### src/pkg/adc_flag_consts.vh
// Purpose: register map, field positions and reset values of the converter flag logic
// Assumes: byte addresses on an 8-bit register port, one 32-bit word per register
// Notes:   included by the flag logic, its checker and its bench
`ifndef ADC_FLAG_CONSTS_VH
`define ADC_FLAG_CONSTS_VH

// ****************************************************************
// geometry
// ****************************************************************
`define NUM_CHAN          8
`define CHAN_IDX_W        3
`define RESULT_W          10
`define ADDR_W            8
`define DATA_W            32
`define IRQ_W             11

// ****************************************************************
// register offsets (bytes)
// ****************************************************************
`define REG_CONTROL       8'h00
`define REG_MODE          8'h04
`define REG_CHAN_ENABLE   8'h10
`define REG_CHAN_DISABLE  8'h14
`define REG_CHAN_STATUS   8'h18
`define REG_STATUS        8'h1c
`define REG_LAST_RESULT   8'h20
`define REG_IRQ_ENABLE    8'h24
`define REG_IRQ_CLEAR     8'h28
`define REG_IRQ_STATUS    8'h2c
// channel result n sits at 8'h40 + 4*n
`define CHAN_RES_HI       3'b010

// ****************************************************************
// field positions
// ****************************************************************
`define CTRL_START_BIT    0
`define MODE_SLEEP_BIT    0
`define ST_DONE_LSB       0
`define ST_OVR_LSB        8
`define ST_RDY_BIT        16
`define ST_GOVR_BIT       17
`define LAST_CHAN_LSB     12
`define IRQ_DONE_LSB      0
`define IRQ_RDY_BIT       8
`define IRQ_OVR_BIT       9
`define IRQ_GOVR_BIT      10

// ****************************************************************
// reset values
// ****************************************************************
`define CHAN_EN_RST       8'h00
`define MODE_RST          1'b0
`define IRQ_EN_RST        11'h000
`define RESULT_RST        10'h000
`define RDATA_RST         32'h0000_0000

`endif

### src/rtl/sticky_flag.v
// Purpose: one status flag that hardware sets and a clear event resets
// Assumes: set and clear are single-cycle, synchronous to ref_clk
// Notes:   set beats clear in the same cycle
`timescale 1ns/100ps
module sticky_flag (
   // clock and reset
   input  wire ref_clk,
   input  wire rst,
   // events
   input  wire set,
   input  wire clr,
   // flag
   output reg  flag_q
);

   wire flag_d;

   assign flag_d = set | (flag_q & ~clr);

   always @(posedge ref_clk or posedge rst) begin
      if (rst) begin
         flag_q <= 1'b0;
      end else begin
         flag_q <= flag_d;
      end
   end

endmodule

### src/rtl/adc_status_flag_logic.v
// Purpose: status flags, result registers and sleep entry of a converter controller
// Assumes: the conversion core gives a one-cycle end pulse with channel and data
// Notes:   register reads have their clear side effects in the cycle of the read strobe
//
// Chosen here: the plain strobed port and the address map.
`timescale 1ns/100ps
`include "adc_flag_consts.vh"
module adc_status_flag_logic (
   // clock and reset
   input  wire                     ref_clk,
   input  wire                     rst,
   // register port
   input  wire [`ADDR_W-1:0]       reg_addr,
   input  wire [`DATA_W-1:0]       reg_wdata,
   input  wire                     reg_wr,
   input  wire                     reg_rd,
   output reg  [`DATA_W-1:0]       reg_rdata,
   // conversion core
   input  wire                     conv_end,
   input  wire [`CHAN_IDX_W-1:0]   conv_chan,
   input  wire [`RESULT_W-1:0]     conv_data,
   output reg                      conv_start,
   output wire [`NUM_CHAN-1:0]     chan_enable,
   // power and interrupt
   output reg                      sleep_active,
   output wire                     irq
);

   // ****************************************************************
   // decode helpers
   // ****************************************************************
   function [`NUM_CHAN-1:0] onehot;
      input [`CHAN_IDX_W-1:0] idx;
      integer k;
      begin
         onehot = {`NUM_CHAN{1'b0}};
         for (k = 0; k < `NUM_CHAN; k = k + 1) begin
            if (idx == k[`CHAN_IDX_W-1:0]) begin
               onehot[k] = 1'b1;
            end
         end
      end
   endfunction

   function is_chan_res;
      input [`ADDR_W-1:0] a;
      begin
         is_chan_res = (a[7:5] == `CHAN_RES_HI) && (a[1:0] == 2'b00);
      end
   endfunction

   // ****************************************************************
   // declarations
   // ****************************************************************
   reg  [`NUM_CHAN-1:0]          chan_en_q;
   reg  [`NUM_CHAN-1:0]          chan_en_d;
   reg                           mode_sleep_q;
   reg  [`IRQ_W-1:0]             irq_en_q;
   reg  [`RESULT_W-1:0]          last_result_q;
   reg  [`CHAN_IDX_W-1:0]        last_chan_q;
   reg  [`DATA_W-1:0]            rd_mux;
   reg                           sleep_d;

   wire [`NUM_CHAN*`RESULT_W-1:0] chan_result_flat;
   wire [`NUM_CHAN-1:0]          end_hot;
   wire [`NUM_CHAN-1:0]          rd_chan_hot;
   wire [`NUM_CHAN-1:0]          done_q;
   wire [`NUM_CHAN-1:0]          done_set;
   wire [`NUM_CHAN-1:0]          done_clr;
   wire [`NUM_CHAN-1:0]          ovr_q;
   wire [`NUM_CHAN-1:0]          ovr_set;
   wire                          valid_end;
   wire                          rd_status;
   wire                          rd_last;
   wire                          rdy_q;
   wire                          rdy_set;
   wire                          govr_q;
   wire                          govr_set;
   wire [`IRQ_W-1:0]             irq_set;
   wire [`IRQ_W-1:0]             irq_clr;
   wire [`IRQ_W-1:0]             irq_stat_q;
   wire                          wr_irq_clear;

   // ****************************************************************
   // event and strobe decode
   // ****************************************************************
   // an end on a disabled channel, including one disabled mid-conversion, sets no flag or result; only sleep entry still sees it
   assign end_hot     = conv_end ? (onehot(conv_chan) & chan_en_q) : {`NUM_CHAN{1'b0}};
   assign valid_end   = |end_hot;
   assign rd_status   = reg_rd && (reg_addr == `REG_STATUS);
   assign rd_last     = reg_rd && (reg_addr == `REG_LAST_RESULT);
   assign rd_chan_hot = (reg_rd && is_chan_res(reg_addr)) ? onehot(reg_addr[4:2])
                                                          : {`NUM_CHAN{1'b0}};
   assign wr_irq_clear = reg_wr && (reg_addr == `REG_IRQ_CLEAR);

   // ****************************************************************
   // per-channel flags and results
   // ****************************************************************
   genvar gi;
   generate
      for (gi = 0; gi < `NUM_CHAN; gi = gi + 1) begin : g_chan
         reg [`RESULT_W-1:0] result_q;

         assign done_set[gi] = end_hot[gi];
         // only this channel's own read, or a last-result read of its data
         assign done_clr[gi] = rd_chan_hot[gi] |
                               (rd_last && (last_chan_q == gi));
         assign ovr_set[gi]  = end_hot[gi] & done_q[gi];

         always @(posedge ref_clk or posedge rst) begin
            if (rst) begin
               result_q <= `RESULT_RST;
            end else if (end_hot[gi]) begin
               result_q <= conv_data;
            end
         end

         assign chan_result_flat[gi*`RESULT_W +: `RESULT_W] = result_q;

         sticky_flag u_done (
            .ref_clk (ref_clk),
            .rst     (rst),
            .set     (done_set[gi]),
            .clr     (done_clr[gi]),
            .flag_q  (done_q[gi])
         );

         // status read clears, a fresh overrun in the same cycle survives
         sticky_flag u_ovr (
            .ref_clk (ref_clk),
            .rst     (rst),
            .set     (ovr_set[gi]),
            .clr     (rd_status),
            .flag_q  (ovr_q[gi])
         );
      end
   endgenerate

   // ****************************************************************
   // global flags
   // ****************************************************************
   assign rdy_set  = valid_end;
   assign govr_set = valid_end & rdy_q;

   // channel result reads have no path to this clear
   sticky_flag u_rdy (
      .ref_clk (ref_clk),
      .rst     (rst),
      .set     (rdy_set),
      .clr     (rd_last),
      .flag_q  (rdy_q)
   );

   sticky_flag u_govr (
      .ref_clk (ref_clk),
      .rst     (rst),
      .set     (govr_set),
      .clr     (rd_status),
      .flag_q  (govr_q)
   );

   // ****************************************************************
   // last result
   // ****************************************************************
   always @(posedge ref_clk or posedge rst) begin
      if (rst) begin
         last_result_q <= `RESULT_RST;
         last_chan_q   <= {`CHAN_IDX_W{1'b0}};
      end else if (valid_end) begin
         last_result_q <= conv_data;
         last_chan_q   <= conv_chan;
      end
   end

   // ****************************************************************
   // interrupt status
   // ****************************************************************
   assign irq_set = {govr_set, |ovr_set, rdy_set, done_set};
   assign irq_clr = wr_irq_clear ? reg_wdata[`IRQ_W-1:0] : {`IRQ_W{1'b0}};

   generate
      for (gi = 0; gi < `IRQ_W; gi = gi + 1) begin : g_irq
         sticky_flag u_irq (
            .ref_clk (ref_clk),
            .rst     (rst),
            .set     (irq_set[gi]),
            .clr     (irq_clr[gi]),
            .flag_q  (irq_stat_q[gi])
         );
      end
   endgenerate

   assign irq = |(irq_stat_q & irq_en_q);

   // ****************************************************************
   // control registers
   // ****************************************************************
   always @* begin
      chan_en_d = chan_en_q;
      if (reg_wr && (reg_addr == `REG_CHAN_ENABLE)) begin
         chan_en_d = chan_en_q | reg_wdata[`NUM_CHAN-1:0];
      end
      if (reg_wr && (reg_addr == `REG_CHAN_DISABLE)) begin
         chan_en_d = chan_en_q & ~reg_wdata[`NUM_CHAN-1:0];
      end
   end

   always @(posedge ref_clk or posedge rst) begin
      if (rst) begin
         chan_en_q    <= `CHAN_EN_RST;
         mode_sleep_q <= `MODE_RST;
         irq_en_q     <= `IRQ_EN_RST;
         conv_start   <= 1'b0;
      end else begin
         chan_en_q  <= chan_en_d;
         conv_start <= reg_wr && (reg_addr == `REG_CONTROL) &&
                       reg_wdata[`CTRL_START_BIT];
         if (reg_wr && (reg_addr == `REG_MODE)) begin
            mode_sleep_q <= reg_wdata[`MODE_SLEEP_BIT];
         end
         if (reg_wr && (reg_addr == `REG_IRQ_ENABLE)) begin
            irq_en_q <= reg_wdata[`IRQ_W-1:0];
         end
      end
   end

   assign chan_enable = chan_en_q;

   // ****************************************************************
   // sleep entry
   // ****************************************************************
   // selecting sleep arms it; the converter only drops into sleep at an end
   always @* begin
      sleep_d = mode_sleep_q & (sleep_active | conv_end);
   end

   always @(posedge ref_clk or posedge rst) begin
      if (rst) begin
         sleep_active <= 1'b0;
      end else begin
         sleep_active <= sleep_d;
      end
   end

   // ****************************************************************
   // read path
   // ****************************************************************
   always @* begin
      rd_mux = `RDATA_RST;
      if (is_chan_res(reg_addr)) begin
         rd_mux[`RESULT_W-1:0] = chan_result_flat[reg_addr[4:2]*`RESULT_W +: `RESULT_W];
      end else begin
         case (reg_addr)
            `REG_MODE: begin
               rd_mux[`MODE_SLEEP_BIT] = mode_sleep_q;
            end
            `REG_CHAN_STATUS: begin
               rd_mux[`NUM_CHAN-1:0] = chan_en_q;
            end
            `REG_STATUS: begin
               rd_mux[`ST_DONE_LSB +: `NUM_CHAN] = done_q;
               rd_mux[`ST_OVR_LSB +: `NUM_CHAN]  = ovr_q;
               rd_mux[`ST_RDY_BIT]               = rdy_q;
               rd_mux[`ST_GOVR_BIT]              = govr_q;
            end
            `REG_LAST_RESULT: begin
               rd_mux[`RESULT_W-1:0]                    = last_result_q;
               rd_mux[`LAST_CHAN_LSB +: `CHAN_IDX_W]    = last_chan_q;
            end
            `REG_IRQ_ENABLE: begin
               rd_mux[`IRQ_W-1:0] = irq_en_q;
            end
            `REG_IRQ_STATUS: begin
               rd_mux[`IRQ_W-1:0] = irq_stat_q;
            end
            default: begin
               rd_mux = `RDATA_RST;
            end
         endcase
      end
   end

   // data stands only in the cycle after the strobe
   always @(posedge ref_clk or posedge rst) begin
      if (rst) begin
         reg_rdata <= `RDATA_RST;
      end else if (reg_rd) begin
         reg_rdata <= rd_mux;
      end else begin
         reg_rdata <= `RDATA_RST;
      end
   end

endmodule

### config.mk
export PLATFORM = sky130hd
export DESIGN_NAME = adc_status_flag_logic
export DESIGN_NICKNAME = d
export VERILOG_FILES = /design/src/rtl/sticky_flag.v /design/src/rtl/adc_status_flag_logic.v
export VERILOG_INCLUDE_DIRS = /design/src /design/src/pkg
export SDC_FILE = /design/constraint.sdc
export NUM_CORES = 1
export LEC_CHECK = 0
export BUFFER_PORTS_ARGS = -buffer_cell sky130_fd_sc_hd__clkbuf_2
export CORE_ASPECT_RATIO = 0.6
export CORE_MARGIN = 2
export CORE_UTILIZATION = 58
export CTS_CLUSTER_SIZE = 14
export DETAILED_ROUTE_END_ITERATION = 7
export PLACE_DENSITY = 0.91
export SYNTH_ARGS = -nofsm -noshare
export SYNTH_HDL_FRONTEND = slang
export SYNTH_SLANG_ARGS = --single-unit
### constraint.sdc
create_clock -name ref_clk -period 7.15 [get_ports ref_clk]
set_clock_uncertainty 0.1 [all_clocks]
set_input_delay 1.43 -clock ref_clk [delete_from_list [all_inputs] [get_ports ref_clk]]
set_output_delay 1.43 -clock ref_clk [all_outputs]
set_load 0.005 [all_outputs]
# Word level (Yosys, flattened, before mapping)
# Cells that the tools add are included.
dict set report totals {
  register_bits 176
  input_bits 58
}
dict set report classes {
  mul 1
  n_eq_ne 31
  shift 1
  muxes 31
  n_bitwise 103
  reduce_logical 28
}
# cell n
set ops {}
lappend ops {{variable part select 80 x 8 -> 10 bit} 1}
lappend ops {{two-way mux 8 bit} 5}
lappend ops {{bitwise AND 1 bit} 39}
lappend ops {{OR 1 bit} 38}
lappend ops {{== test 3 bit, second input constant} 12}
lappend ops {{one-hot mux 7 bit (5 select lines)} 1}
lappend ops {{== test 8 x 5 -> 1 bit, second input constant} 4}
lappend ops {{== test 8 x 6 -> 1 bit, second input constant} 4}
lappend ops {{== test 3 x 2 -> 1 bit, second input constant} 7}
lappend ops {{NOT 1 bit} 21}
lappend ops {{logical AND 1 bit} 19}
lappend ops {{two-way mux 18 bit} 1}
lappend ops {{two-way mux 1 bit} 17}
lappend ops {{bitwise AND 8 bit} 2}
lappend ops {{OR reduction 8 bit} 2}
lappend ops {{bitwise AND 11 bit} 1}
lappend ops {{two-way mux 11 bit} 1}
lappend ops {{OR reduction 11 bit} 1}
lappend ops {{two-way mux 10 bit} 1}
lappend ops {{== test 3 x 1 -> 1 bit, second input constant} 3}
lappend ops {{zero test 3 bit} 3}
lappend ops {{== test 8 x 3 -> 1 bit, second input constant} 1}
lappend ops {{zero test 8 bit} 1}
lappend ops {{NOT 8 bit} 1}
lappend ops {{9 further kinds} 9}

# Longest topological paths before layout
# Gate-level depths: netlist of the first run.
dict set report depth {
  ltp_word 8
  depth_mapped 7
  mapped_depth_nobuf 4
}

# Modules after synthesis
# Synthesis of the first run repeated with hierarchy kept, for this count alone.
dict set report hier_totals {
  hier_cells 667
  hier_area_um2 7752.4
}
# mod instances cells_per_inst area_per_inst_um2
set by_module_without_submodules {}
lappend by_module_without_submodules {adc_status_flag_logic 1 551 6591.3}
lappend by_module_without_submodules {sticky_flag 29 4 40.0}

# Worst setup path after synthesis of the first run
# Ideal clock, no wire load.
dict set report synth_timing {
  kind {input port to flip-flop}
  start {in conv_chan[2]}
  end {reg last_chan_q[1]}
  setup_ns 0.125
  t_arrival_ns 2.949
  setup_slack_ns 3.976
  stages 6
  path_buffers 2
  path_cell_list {clkbuf_1 > and4_1 > a22oi_1 > nor4b_4 > buf_6 > mux2_4}
}
dict set report synth_via {
  elab_chain_cells 5
  word_cells_on_any_way 19
  classes_between {eq/ne (7); mux (9); bitwise (1); reduce/logical (2)}
}
# element line
set synth_lines {}
lappend synth_lines {{start, declared} adc_status_flag_logic.v:20} ;# input wire [`CHAN_IDX_W-1:0] conv_chan,
lappend synth_lines {{== test 3 x 1 -> 1 bit, or another cell as far along} adc_status_flag_logic.v:38} ;# if (idx == k[`CHAN_IDX_W-1:0]) begin
lappend synth_lines {{two-way mux 1 bit} adc_status_flag_logic.v:38}
lappend synth_lines {{bitwise AND 8 bit *} adc_status_flag_logic.v:88} ;# assign end_hot = conv_end ? (onehot(conv_chan) & chan_en_q) : {`NUM_CHAN{1'b0}};
lappend synth_lines {{two-way mux 8 bit *} adc_status_flag_logic.v:88}
lappend synth_lines {{OR reduction 8 bit *} adc_status_flag_logic.v:89} ;# assign valid_end = |end_hot;
lappend synth_lines {{end signal, assigned} adc_status_flag_logic.v:168} ;# last_chan_q <= {`CHAN_IDX_W{1'b0}};
lappend synth_lines {{end signal, assigned} adc_status_flag_logic.v:171} ;# last_chan_q <= conv_chan;
lappend synth_lines {{end, declared} adc_status_flag_logic.v:60} ;# reg [`CHAN_IDX_W-1:0] last_chan_q;
# Every way passes the cells marked *; elsewhere a longest branch is shown, timed or not.
# A chain may end at the register's enable or synchronous reset.

# Worst setup path after layout of the first run
dict set report layout_timing {
  start {in reg_addr[4]}
  end {reg g_irq[9].u_irq.flag_q}
}
dict set report layout_via {
  elab_chain_cells 6
}
# element line
set layout_lines {}
lappend layout_lines {{start, declared} adc_status_flag_logic.v:13} ;# input wire [`ADDR_W-1:0] reg_addr,
lappend layout_lines {{== test 8 x 6 -> 1 bit (no line)} --}
lappend layout_lines {{logical AND 1 bit} adc_status_flag_logic.v:94} ;# assign wr_irq_clear = reg_wr && (reg_addr == `REG_IRQ_CLEAR);
lappend layout_lines {{two-way mux 11 bit} adc_status_flag_logic.v:179} ;# assign irq_clr = wr_irq_clear ? reg_wdata[`IRQ_W-1:0] : {`IRQ_W{1'b0}};
lappend layout_lines {{NOT 1 bit} sticky_flag.v:18} ;# assign flag_d = set | (flag_q & ~clr);
lappend layout_lines {{bitwise AND 1 bit} sticky_flag.v:18}
lappend layout_lines {{OR 1 bit} sticky_flag.v:18}
lappend layout_lines {{named net g_irq[9].u_irq.flag_d} sticky_flag.v:16} ;# wire flag_d;
lappend layout_lines {{end signal, assigned} sticky_flag.v:24} ;# flag_q <= flag_d;
lappend layout_lines {{end, declared} sticky_flag.v:13} ;# output reg flag_q
# The timed path passes the listed nets, and every way through them passes these cells.

==> flow_metrics.tcl, run 1 <==
set metrics [dict create \
    final_antenna_net_count 0 \
    yosys_warnings 0 \
    setup_tns_ns 0 \
    critPathCaptureType "flop" \
    clk_pin_slew_ns 0.07 \
    dp.final_hpwl_um 14500 \
    hp-class "reg2reg" \
    h-tree-depth 4 \
    grt_use_met3 0.137 \
    first_pass_iters 6 \
    path_class "in2reg" \
    drv_slew 0 \
    grt.overflow.total 0 \
    nNetsFinal 841 \
    grt.total_usage 0.320 \
    grt_pass1_vias 5919 \
    insertion_delay_ns 0.43 \
    ctsResizeCount 0 \
    vias 6125 \
    grt.busiest_layer "met1" \
    ys_seq_area_frac 0.522 \
    drt_iter0_drc 878 \
    clkSinkCount 162 \
    ys_top_cells_by_count "nand2_1, dfrtp_1, mux2_2" \
    outcome "finished, final reports clean" \
    finalHoldViolCount 0 \
    syn_avg_cell_area_um2 10.4 \
    num_rows 32 \
    port_buffers 65 \
    dieWidth_um 153 \
    tightest_slew_ns 1.06 \
    n_fill_cell 1008 \
    avgViaCountPerCell 6.33 \
    fmaxAchievable_mhz 266 \
    drive_gt1_frac 0.232 \
    startpoint_type "input pin" \
    cp.required_ns 7.35 \
    cts_tree "done" \
    dieArea_um2 14400 \
    dp.cells 934 \
    numCtsBuffers 17 \
    rrSetupSlack_ns 4.95 \
    postCtsHoldBufs 0 \
    synth_edf_count 0 \
    root_buffer "clkbuf_16" \
    met1_usage 0.457 \
    wl_per_cell_um 22.5 \
    ioPinCount 101 \
    met2_usage 0.445 \
    synth_top_area_cell "dfrtp_1" \
    drc 0 \
    leakage_nw 4.44 \
    core-area_um2 13000 \
    cts_buffer_depth 2 \
    gp_congestion 1.04 \
    synthesis.area_um2 7760 \
    crit_arrival_ns 3.96 \
    antenna_found_initial 0 \
    stdcell_count 967 \
    initial_core_util 0.599 \
    yosysMostFrequentCell "nand2_1" \
    power_density_nw_per_um2 263 \
    slew_headroom 0.293 \
    grt_max_degree 101 \
    synth_top_area_frac 0.522 \
    fp.dieH_um 93.6 \
    syn2layout_area_growth_pct 10.9 \
    drt-total-wl_um 21800 \
    cp_max_fo 25 \
    period_needed_ns 3.76 \
    rsz0062_at_grt "false" \
    drv_cap 0 \
    cts_setup_buffers 0 \
    grt_pass1_wl_um 34100 \
    finalCritPeriodShare 0.526 \
    syn_inst 748 \
    synth_top_cells_by_area "dfrtp_1, nand2_1, mux2_2, mux4_2, clkbuf_1" \
    netlist-cell-type-count 57 \
    ir_worst_vdd_uv 149 \
    setup_viol 0 \
    hold_path_depth 2 \
    async_reset_ff_frac 1.00 \
    ys_ff_latch 162 \
    ff2ff_path_depth 3 \
    ys.flop_type "dfrtp_1" \
]
## placed cells by master, fill, tap and decap left out, types with 13 or more instances in the layout
cell type  count
and3_1        17
a22oi_1       13
nand3_1       17
a22o_1        13
conb_1        14
nand2_1      253
mux2i_1       14
clkbuf_16     17
clkbuf_2      65
dfrtp_1      162
mux4_2        20
mux2_2        52
## power by group
part	internal [W]	switching, W
combinational	0.000134	0.000138
clock	0.000472	0.000386
sequential	0.00102	0.000106
## stage by stage
stage          worst slack, ns  hold WS (ns)  cell area (um^2)  utilization  total power (W)
2_1_floorplan             1.24         0.340              7810            -          0.00130
3_3_place_gp              3.09         0.353              8060        0.621          0.00138
3_5_place_dp              3.07         0.359              8060        0.621          0.00140
4_1_cts                   3.49         0.375              8610        0.664          0.00224
5_1_grt                   3.26         0.397              8610        0.664          0.00234
6_report                  3.39         0.373              8610        0.664          0.00226
## per-layer routing
metal	vias to the layer above	part of all wire
met3	59	0.14
met1	3006	0.42
met4	0	0.020
met5	-	0
li1	2616	-
met2	444	0.42
## final cells by class
type / instances / area, um^2 / share of cell area
sequential: 162 / 4050 / 0.471
multi-input combinational: 527 / 3410 / 0.396
clock buffer: 21 / 470 / 0.0546
timing repair buffer: 70 / 363 / 0.0421
tap: 170 / 213 / 0.0247
clock inverter: 11 / 78.8 / 0.00915
inverter: 5 / 23.8 / 0.00276
antenna: 1 / 2.50 / 0.000291
## registers in the layout, summed over array words and instances (netlist names), named ones only
| signal | flops |
|---|---|
| u_govr.flag_q | 1 |
| sleep_active | 1 |
| last_result_q | 10 |
| reg_rdata | 18 |
| g_chan.u_done.flag_q | 8 |
| last_chan_q | 3 |
| mode_sleep_q | 1 |
| conv_start | 1 |
| g_irq.u_irq.flag_q | 11 |
| u_rdy.flag_q | 1 |
| g_chan.result_q | 80 |
| g_chan.u_ovr.flag_q | 8 |
| irq_en_q | 11 |
## worst paths after layout
path	startpoint	end
max	reg_addr[4]	g_irq[9].u_irq.flag_q
min	g_chan[2].result_q[5]	g_chan[2].result_q[5]
max reg2reg	flop	g_chan[5].result_q[5]
min reg2reg	g_chan[2].result_q[5]	g_chan[2].result_q[5]
max in group asynchronous	rst	g_chan[5].result_q[8]
min in group asynchronous	rst	reg_rdata[17]
## cell families after synthesis
kind of cell | synth area share
multiplexers | 0.159
other | 0.000483
flip-flops | 0.522
buffers and inverters | 0.0456
AND/OR/NAND/NOR | 0.197
AO/OA/AOI/OAI | 0.0753
## critical path, cell delays in order
cell and delay [ns]:
clkbuf_2 0.42, nor2b_1 0.81, and4_1 0.61, a21boi_0 0.15
or4_1 0.53
(Power assumes the default switching activity.)
==> run 2: changes to the inputs <==
--- a/config.mk
+++ b/config.mk
@@ -9,10 +9,10 @@
 export BUFFER_PORTS_ARGS = -buffer_cell sky130_fd_sc_hd__clkbuf_2
 export CORE_ASPECT_RATIO = 0.6
 export CORE_MARGIN = 2
-export CORE_UTILIZATION = 58
+export CORE_UTILIZATION = 52
 export CTS_CLUSTER_SIZE = 14
 export DETAILED_ROUTE_END_ITERATION = 7
-export PLACE_DENSITY = 0.91
+export PLACE_DENSITY = 0.87
 export SYNTH_ARGS = -nofsm -noshare
 export SYNTH_HDL_FRONTEND = slang
 export SYNTH_SLANG_ARGS = --single-unit
==> constraint.sdc (replaced) <==
create_clock -name ref_clk -period 3.45 [get_ports ref_clk]
set_clock_uncertainty 0.1 [all_clocks]
set_input_delay 0.69 -clock ref_clk [delete_from_list [all_inputs] [get_ports ref_clk]]
set_output_delay 0.69 -clock ref_clk [all_outputs]
set_load 0.005 [all_outputs]
==> run 2 against run 1 <==
First-iteration DRC count fell by 5.8%. Die area rose by 11%. Non-clock buffer count rose by 16. Cell area rose by 1.6%. Final cell count rose by 4.1%. Hold slack got worse by 0.24 ns. Via count rose by 2.7%. Clock power rose by 100%. Critical path depth did not move. Global-route usage fell by 3.4 points. Routed wire length fell by 1.1%. Critical path type is now reg2out. Largest power group unchanged.
==> flow_metrics.tcl, run 2 (synthesis gave the netlist of run 1 again) <==
set metrics [dict create \
    outcome "finished, final reports clean" \
    cts_tree "done" \
    finalCritPeriodShare 0.740 \
    path_class "reg2out" \
    hp-class "in2async" \
    grt_pass1_vias 6089 \
    drt-total-wl_um 21600 \
    clkSinkCount 162 \
    crit_arrival_ns 1.76 \
    rsz0062_at_grt "false" \
    drv_slew 0 \
    ff2ff_path_depth 5 \
    crit_buf_inv 1 \
    cp_max_fo 3 \
    nNetsFinal 857 \
    syn2layout_area_growth_pct 12.7 \
    timing.final.ws_setup_ns 0.898 \
    largest_reg_flops 80 \
    finalHoldViolCount 0 \
    core-area_um2 14500 \
    first_pass_iters 5 \
    cp.required_ns 2.66 \
    antenna_found_initial 1 \
    vias 6292 \
    cts_setup_buffers 0 \
    grt_pass1_wl_um 34300 \
    tightest_slew_ns 0.809 \
    critPathCaptureType "output pin" \
    r2r_end "last_result_q[4]" \
    drive_gt1_frac 0.245 \
    drv_cap 0 \
    final_cell_mix "nand2_1, dfrtp_1, clkbuf_2" \
    h-tree-depth 4 \
    antenna_cells 0 \
    grt.overflow.total 0 \
    final_antenna_net_count 0 \
    cts_buffer_depth 2 \
    grt_max_degree 129 \
    grt.total_usage 0.285 \
    drc 0 \
    power_density_nw_per_um2 528 \
    layout_commonest_cell "nand2_1" \
    placed_area_um2 8230 \
    postCtsHoldBufs 0 \
    wl_per_cell_um 21.4 \
    port_buffers 65 \
    initial_core_util 0.534 \
    critPathTopFamily "compound AO/OA/AOI/OAI gates" \
    critPathMaxStageDelay_ns 0.40 \
    dp.final_hpwl_um 14800 \
    ctsResizeCount 0 \
    startpoint_type "flop" \
    slew_headroom 0.461 \
    rrSetupSlack_ns 1.02 \
    insertion_delay_ns 0.43 \
    ioPinCount 101 \
    pre_cts_ws_ns 0.571 \
    drt_iter0_drc 827 \
    top_regs "g_chan.result_q x80, reg_rdata x18" \
    root_buffer "clkbuf_16" \
    dieArea_um2 16000 \
    fmaxAchievable_mhz 392 \
    multi_input_area_um2 3410 \
    fp.dieH_um 98.7 \
    critPathSlowestCell "dfrtp_1" \
    setup_viol 0 \
    dieWidth_um 162 \
    n_fill_cell 1187 \
    num_rows 34 \
    regMostFlops "g_chan.result_q" \
    period_needed_ns 2.55 \
    avgViaCountPerCell 6.25 \
    ir_worst_vdd_uv 250 \
    register_area_um2 4050 \
    p_total_w 0.00462 \
    leakage_nw 4.53 \
    clk_pin_slew_ns 0.06 \
    setup_tns_ns 0 \
    path_cells "a22o_1 -> a221oi_1 -> and3_1 -> nand2_1 -> clkbuf_2" \
    numCtsBuffers 17 \
    gp_congestion 1.02 \
    design_area_um2 8750 \
]
[run 2: stage by stage]
step | cells | utilization | hold slack [ns]
floorplan | 761 | - | 0.340
global placement | 978 | 0.565 | 0.353
detailed placement | 978 | 0.565 | 0.358
CTS | 1007 | 0.601 | 0.139
global route | 1007 | 0.601 | 0.165
finish | 1007 | 0.601 | 0.136
[run 2: worst max-delay path by stage]
stage | from | to | cells past startpoint
floorplan | rst | async pin | 1
global route | g_irq[6].u_irq.flag_q | irq | 5
detailed placement | conv_chan[1] | last_result_q[9] | 6
global placement | conv_chan[1] | last_result_q[5] | 6
finish | g_irq[6].u_irq.flag_q | irq | 5
CTS | g_irq[6].u_irq.flag_q | irq | 5
[run 2: power by group]
part           internal, W  switching [W]  leakage, nW
logic             0.000286       0.000285         2.06
clock network     0.000962       0.000757        0.268
registers          0.00212       0.000206         2.20
total              0.00337        0.00125         4.53
[run 2: final cells by class]
class | instances | area share
flip-flops and latches | 162 | 0.463
multi-input cells | 527 | 0.389
repair buffers | 86 | 0.0566
clock buffers | 20 | 0.0533
well taps | 198 | 0.0283
clock inverters | 9 | 0.00644
inverters | 5 | 0.00257
[run 2: per-layer routing]
metal | wire (um) | track usage | vias up
met3 | 3200 | 0.112 | 61
met1 | 8630 | 0.406 | 3135
li1 | - | - | 2655
met5 | 76 | 0.0303 | -
met2 | 9100 | 0.403 | 437
met4 | 536 | 0.0878 | 4
==> run 3: changes to the inputs <==
--- a/config.mk
+++ b/config.mk
@@ -9,10 +9,10 @@
 export BUFFER_PORTS_ARGS = -buffer_cell sky130_fd_sc_hd__clkbuf_2
 export CORE_ASPECT_RATIO = 0.6
 export CORE_MARGIN = 2
-export CORE_UTILIZATION = 52
+export CORE_UTILIZATION = 58
 export CTS_CLUSTER_SIZE = 14
 export DETAILED_ROUTE_END_ITERATION = 7
-export PLACE_DENSITY = 0.87
+export PLACE_DENSITY = 0.91
 export SYNTH_ARGS = -nofsm -noshare
 export SYNTH_HDL_FRONTEND = slang
 export SYNTH_SLANG_ARGS = --single-unit
==> constraint.sdc (replaced) <==
create_clock -name ref_clk -period 2.46 [get_ports ref_clk]
set_clock_uncertainty 0.1 [all_clocks]
set_input_delay 0.492 -clock ref_clk [delete_from_list [all_inputs] [get_ports ref_clk]]
set_output_delay 0.492 -clock ref_clk [all_outputs]
set_load 0.005 [all_outputs]
==> run 3 against run 2 <==
Critical path depth stayed put. Sequential power is 41% higher. Global-route usage is 5.1 points higher. Register-to-register slack worse by 0.57 ns. Cell area is 2.9% higher. Highest routed layer is now met4. Final cell count is 0.40% lower. Hold slack better by 0.078 ns. Core utilization is 9.3 points higher. Clock-buffer cell count stayed put. Via count is 0.21% higher.
==> flow_metrics.tcl, run 3 (synthesis gave the netlist of run 1 again) <==
set metrics [dict create \
    grt_pass1_wl_um 35600 \
    grt_use_met3 0.145 \
    core-area_um2 13000 \
    path_class "reg2out" \
    initial_core_util 0.599 \
    vias 6305 \
    critPathSlowestCell "dfrtp_1" \
    pwr-share-clk 0.406 \
    regMostFlops "g_chan.result_q" \
    rrSetupSlack_ns 0.45 \
    pre_cts_ws_ns 0.100 \
    top_regs "g_chan.result_q x80, reg_rdata x18" \
    drv_slew 0 \
    dp.final_hpwl_um 16000 \
    h-tree-depth 4 \
    antenna_cells 0 \
    drv_cap 0 \
    grt_max_degree 67 \
    power_density_nw_per_um2 770 \
    setup_tns_ns 0 \
    setup_viol 0 \
    cts_buffer_depth 2 \
    critPathMaxStageDelay_ns 0.40 \
    grt.overflow.total 0 \
    fmaxAchievable_mhz 428 \
    period_needed_ns 2.34 \
    cts_tree "done" \
    ir_worst_vdd_uv 400 \
    syn2layout_area_growth_pct 16.0 \
    final_cell_mix "nand2_1, dfrtp_1, clkbuf_2" \
    first_pass_iters 5 \
    cp_max_fo 3 \
    grt.total_usage 0.336 \
    clkSinkCount 162 \
    register_area_um2 4050 \
    grt.busiest_layer "met2" \
    worstSetupEndpoint "irq" \
    drc 0 \
    leakage_nw 4.68 \
    dp.cells 970 \
    worstHoldStart "reg_wdata[10]" \
    n_fill_cell 966 \
    critPathTopFamily "compound AO/OA/AOI/OAI gates" \
    p_sw_w 0.00189 \
    seq_power_share 0.474 \
    hp-class "in2reg" \
    num_rows 32 \
    crit_arrival_ns 1.75 \
    numCtsBuffers 17 \
    clk_pin_slew_ns 0.07 \
    insertion_delay_ns 0.44 \
    layout_commonest_cell "nand2_1" \
    grt_pass1_vias 6209 \
    cp.required_ns 1.87 \
    slew_headroom 0.591 \
    ctsResizeCount 0 \
    met1_usage 0.469 \
    nNetsFinal 878 \
    comb_power_share 0.120 \
    switching_share 0.273 \
    final_antenna_net_count 0 \
    drt-total-wl_um 22800 \
    r2r_end "last_result_q[5]" \
    multi_input_area_um2 3410 \
    setup.worst_path.start "g_irq[6].u_irq.flag_q" \
    ioPinCount 101 \
    dieWidth_um 153 \
    p_int_w 0.00504 \
    rsz0062_at_grt "false" \
    startpoint_type "flop" \
    root_buffer "clkbuf_16" \
    crit_buf_inv 1 \
    path_cells "a22o_1 -> a221oi_1 -> and3_1 -> nand2_1 -> clkbuf_2" \
    tightest_slew_ns 0.611 \
    avgViaCountPerCell 6.29 \
    gp_congestion 1.00 \
    finalCritPeriodShare 0.950 \
    ff2ff_path_depth 5 \
    critPathCaptureType "output pin" \
    dieArea_um2 14400 \
    antenna_found_initial 0 \
    stdcell_count 1003 \
    met2_usage 0.478 \
    drive_gt1_frac 0.263 \
    largest_reg_flops 80 \
    drt_iter0_drc 694 \
    port_buffers 65 \
    fp.dieH_um 93.6 \
    finalHoldViolCount 0 \
    outcome "finished, final reports clean" \
    critical_path_depth 5 \
    wl_per_cell_um 22.8 \
    timing.final.ws_setup_ns 0.123 \
]
[run 3: changes by cell type in the layout (fill, tap and decap cells not counted), sizes merged]
cell	previous run	this run
inv	6	9
buf	21	41
clkinvlp	1	3
dlygate4sd3	0	1
clkinv	7	2
bufinv	0	3
[run 3: worst min path at each step]
stage	to	slack [ns]	depth (start not counted)
floorplan	g_chan[7].result_q[9]	0.34	2
global placement	g_chan[7].result_q[2]	0.35	2
detailed placement	g_chan[2].result_q[7]	0.36	2
CTS	irq_en_q[9]	0.21	2
global route	irq_en_q[10]	0.21	2
finish	irq_en_q[10]	0.21	2
[run 3: per-stage QoR]
step | power [W] | hold slack, ns | cell area (um^2) | util
floorplan | 0.00379 | 0.340 | 7820 | -
global placement | 0.00407 | 0.353 | 8380 | 0.646
detailed placement | 0.00411 | 0.357 | 8380 | 0.646
CTS | 0.00690 | 0.208 | 9000 | 0.694
global route | 0.00715 | 0.206 | 9000 | 0.694
finish | 0.00693 | 0.214 | 9000 | 0.694
[run 3: power by group through the flow]
stage          clock network [W]  logic [W]  registers [W]
2_1_floorplan                  0   0.000608        0.00318
3_3_place_gp                   0   0.000781        0.00329
3_5_place_dp                   0   0.000814        0.00330
4_1_cts                  0.00282   0.000824        0.00326
5_1_grt                  0.00294   0.000908        0.00330
6_report                 0.00282   0.000833        0.00328
[run 3: timing repair]
| action | 4_1_cts | 5_1_grt |
|---|---|---|
| setup buffers | 0 | 0 |
| hold buffers | 1 | 0 |
| setup endpoints to repair | 0 | 0 |
| endpoints found under the hold margin | 11 | 0 |
[run 3: cell type report]
cell class                 count  area share
inverter                       5     0.00250
sequential                   162       0.450
timing repair buffer         107      0.0770
clock buffer                  20      0.0496
clock inverter                12      0.0188
tap                          170      0.0236
multi-input combinational    527       0.378
[run 3: routing by layer]
layer  vias to the layer above  routed length (um)
met4                         0                 508
li1                       2706                   -
met1                      3097                9330
met3                        65                3320
met2                       437                9660
met5                         -                   0
[run 3: worst register-to-register path, cell delays in order (launching register included)]
cell	delay, ns
dfrtp_1	0.45
nor2b_1	0.21
a22oi_1	0.26
nor4b_4	0.30
buf_12	0.21
mux2_2	0.36
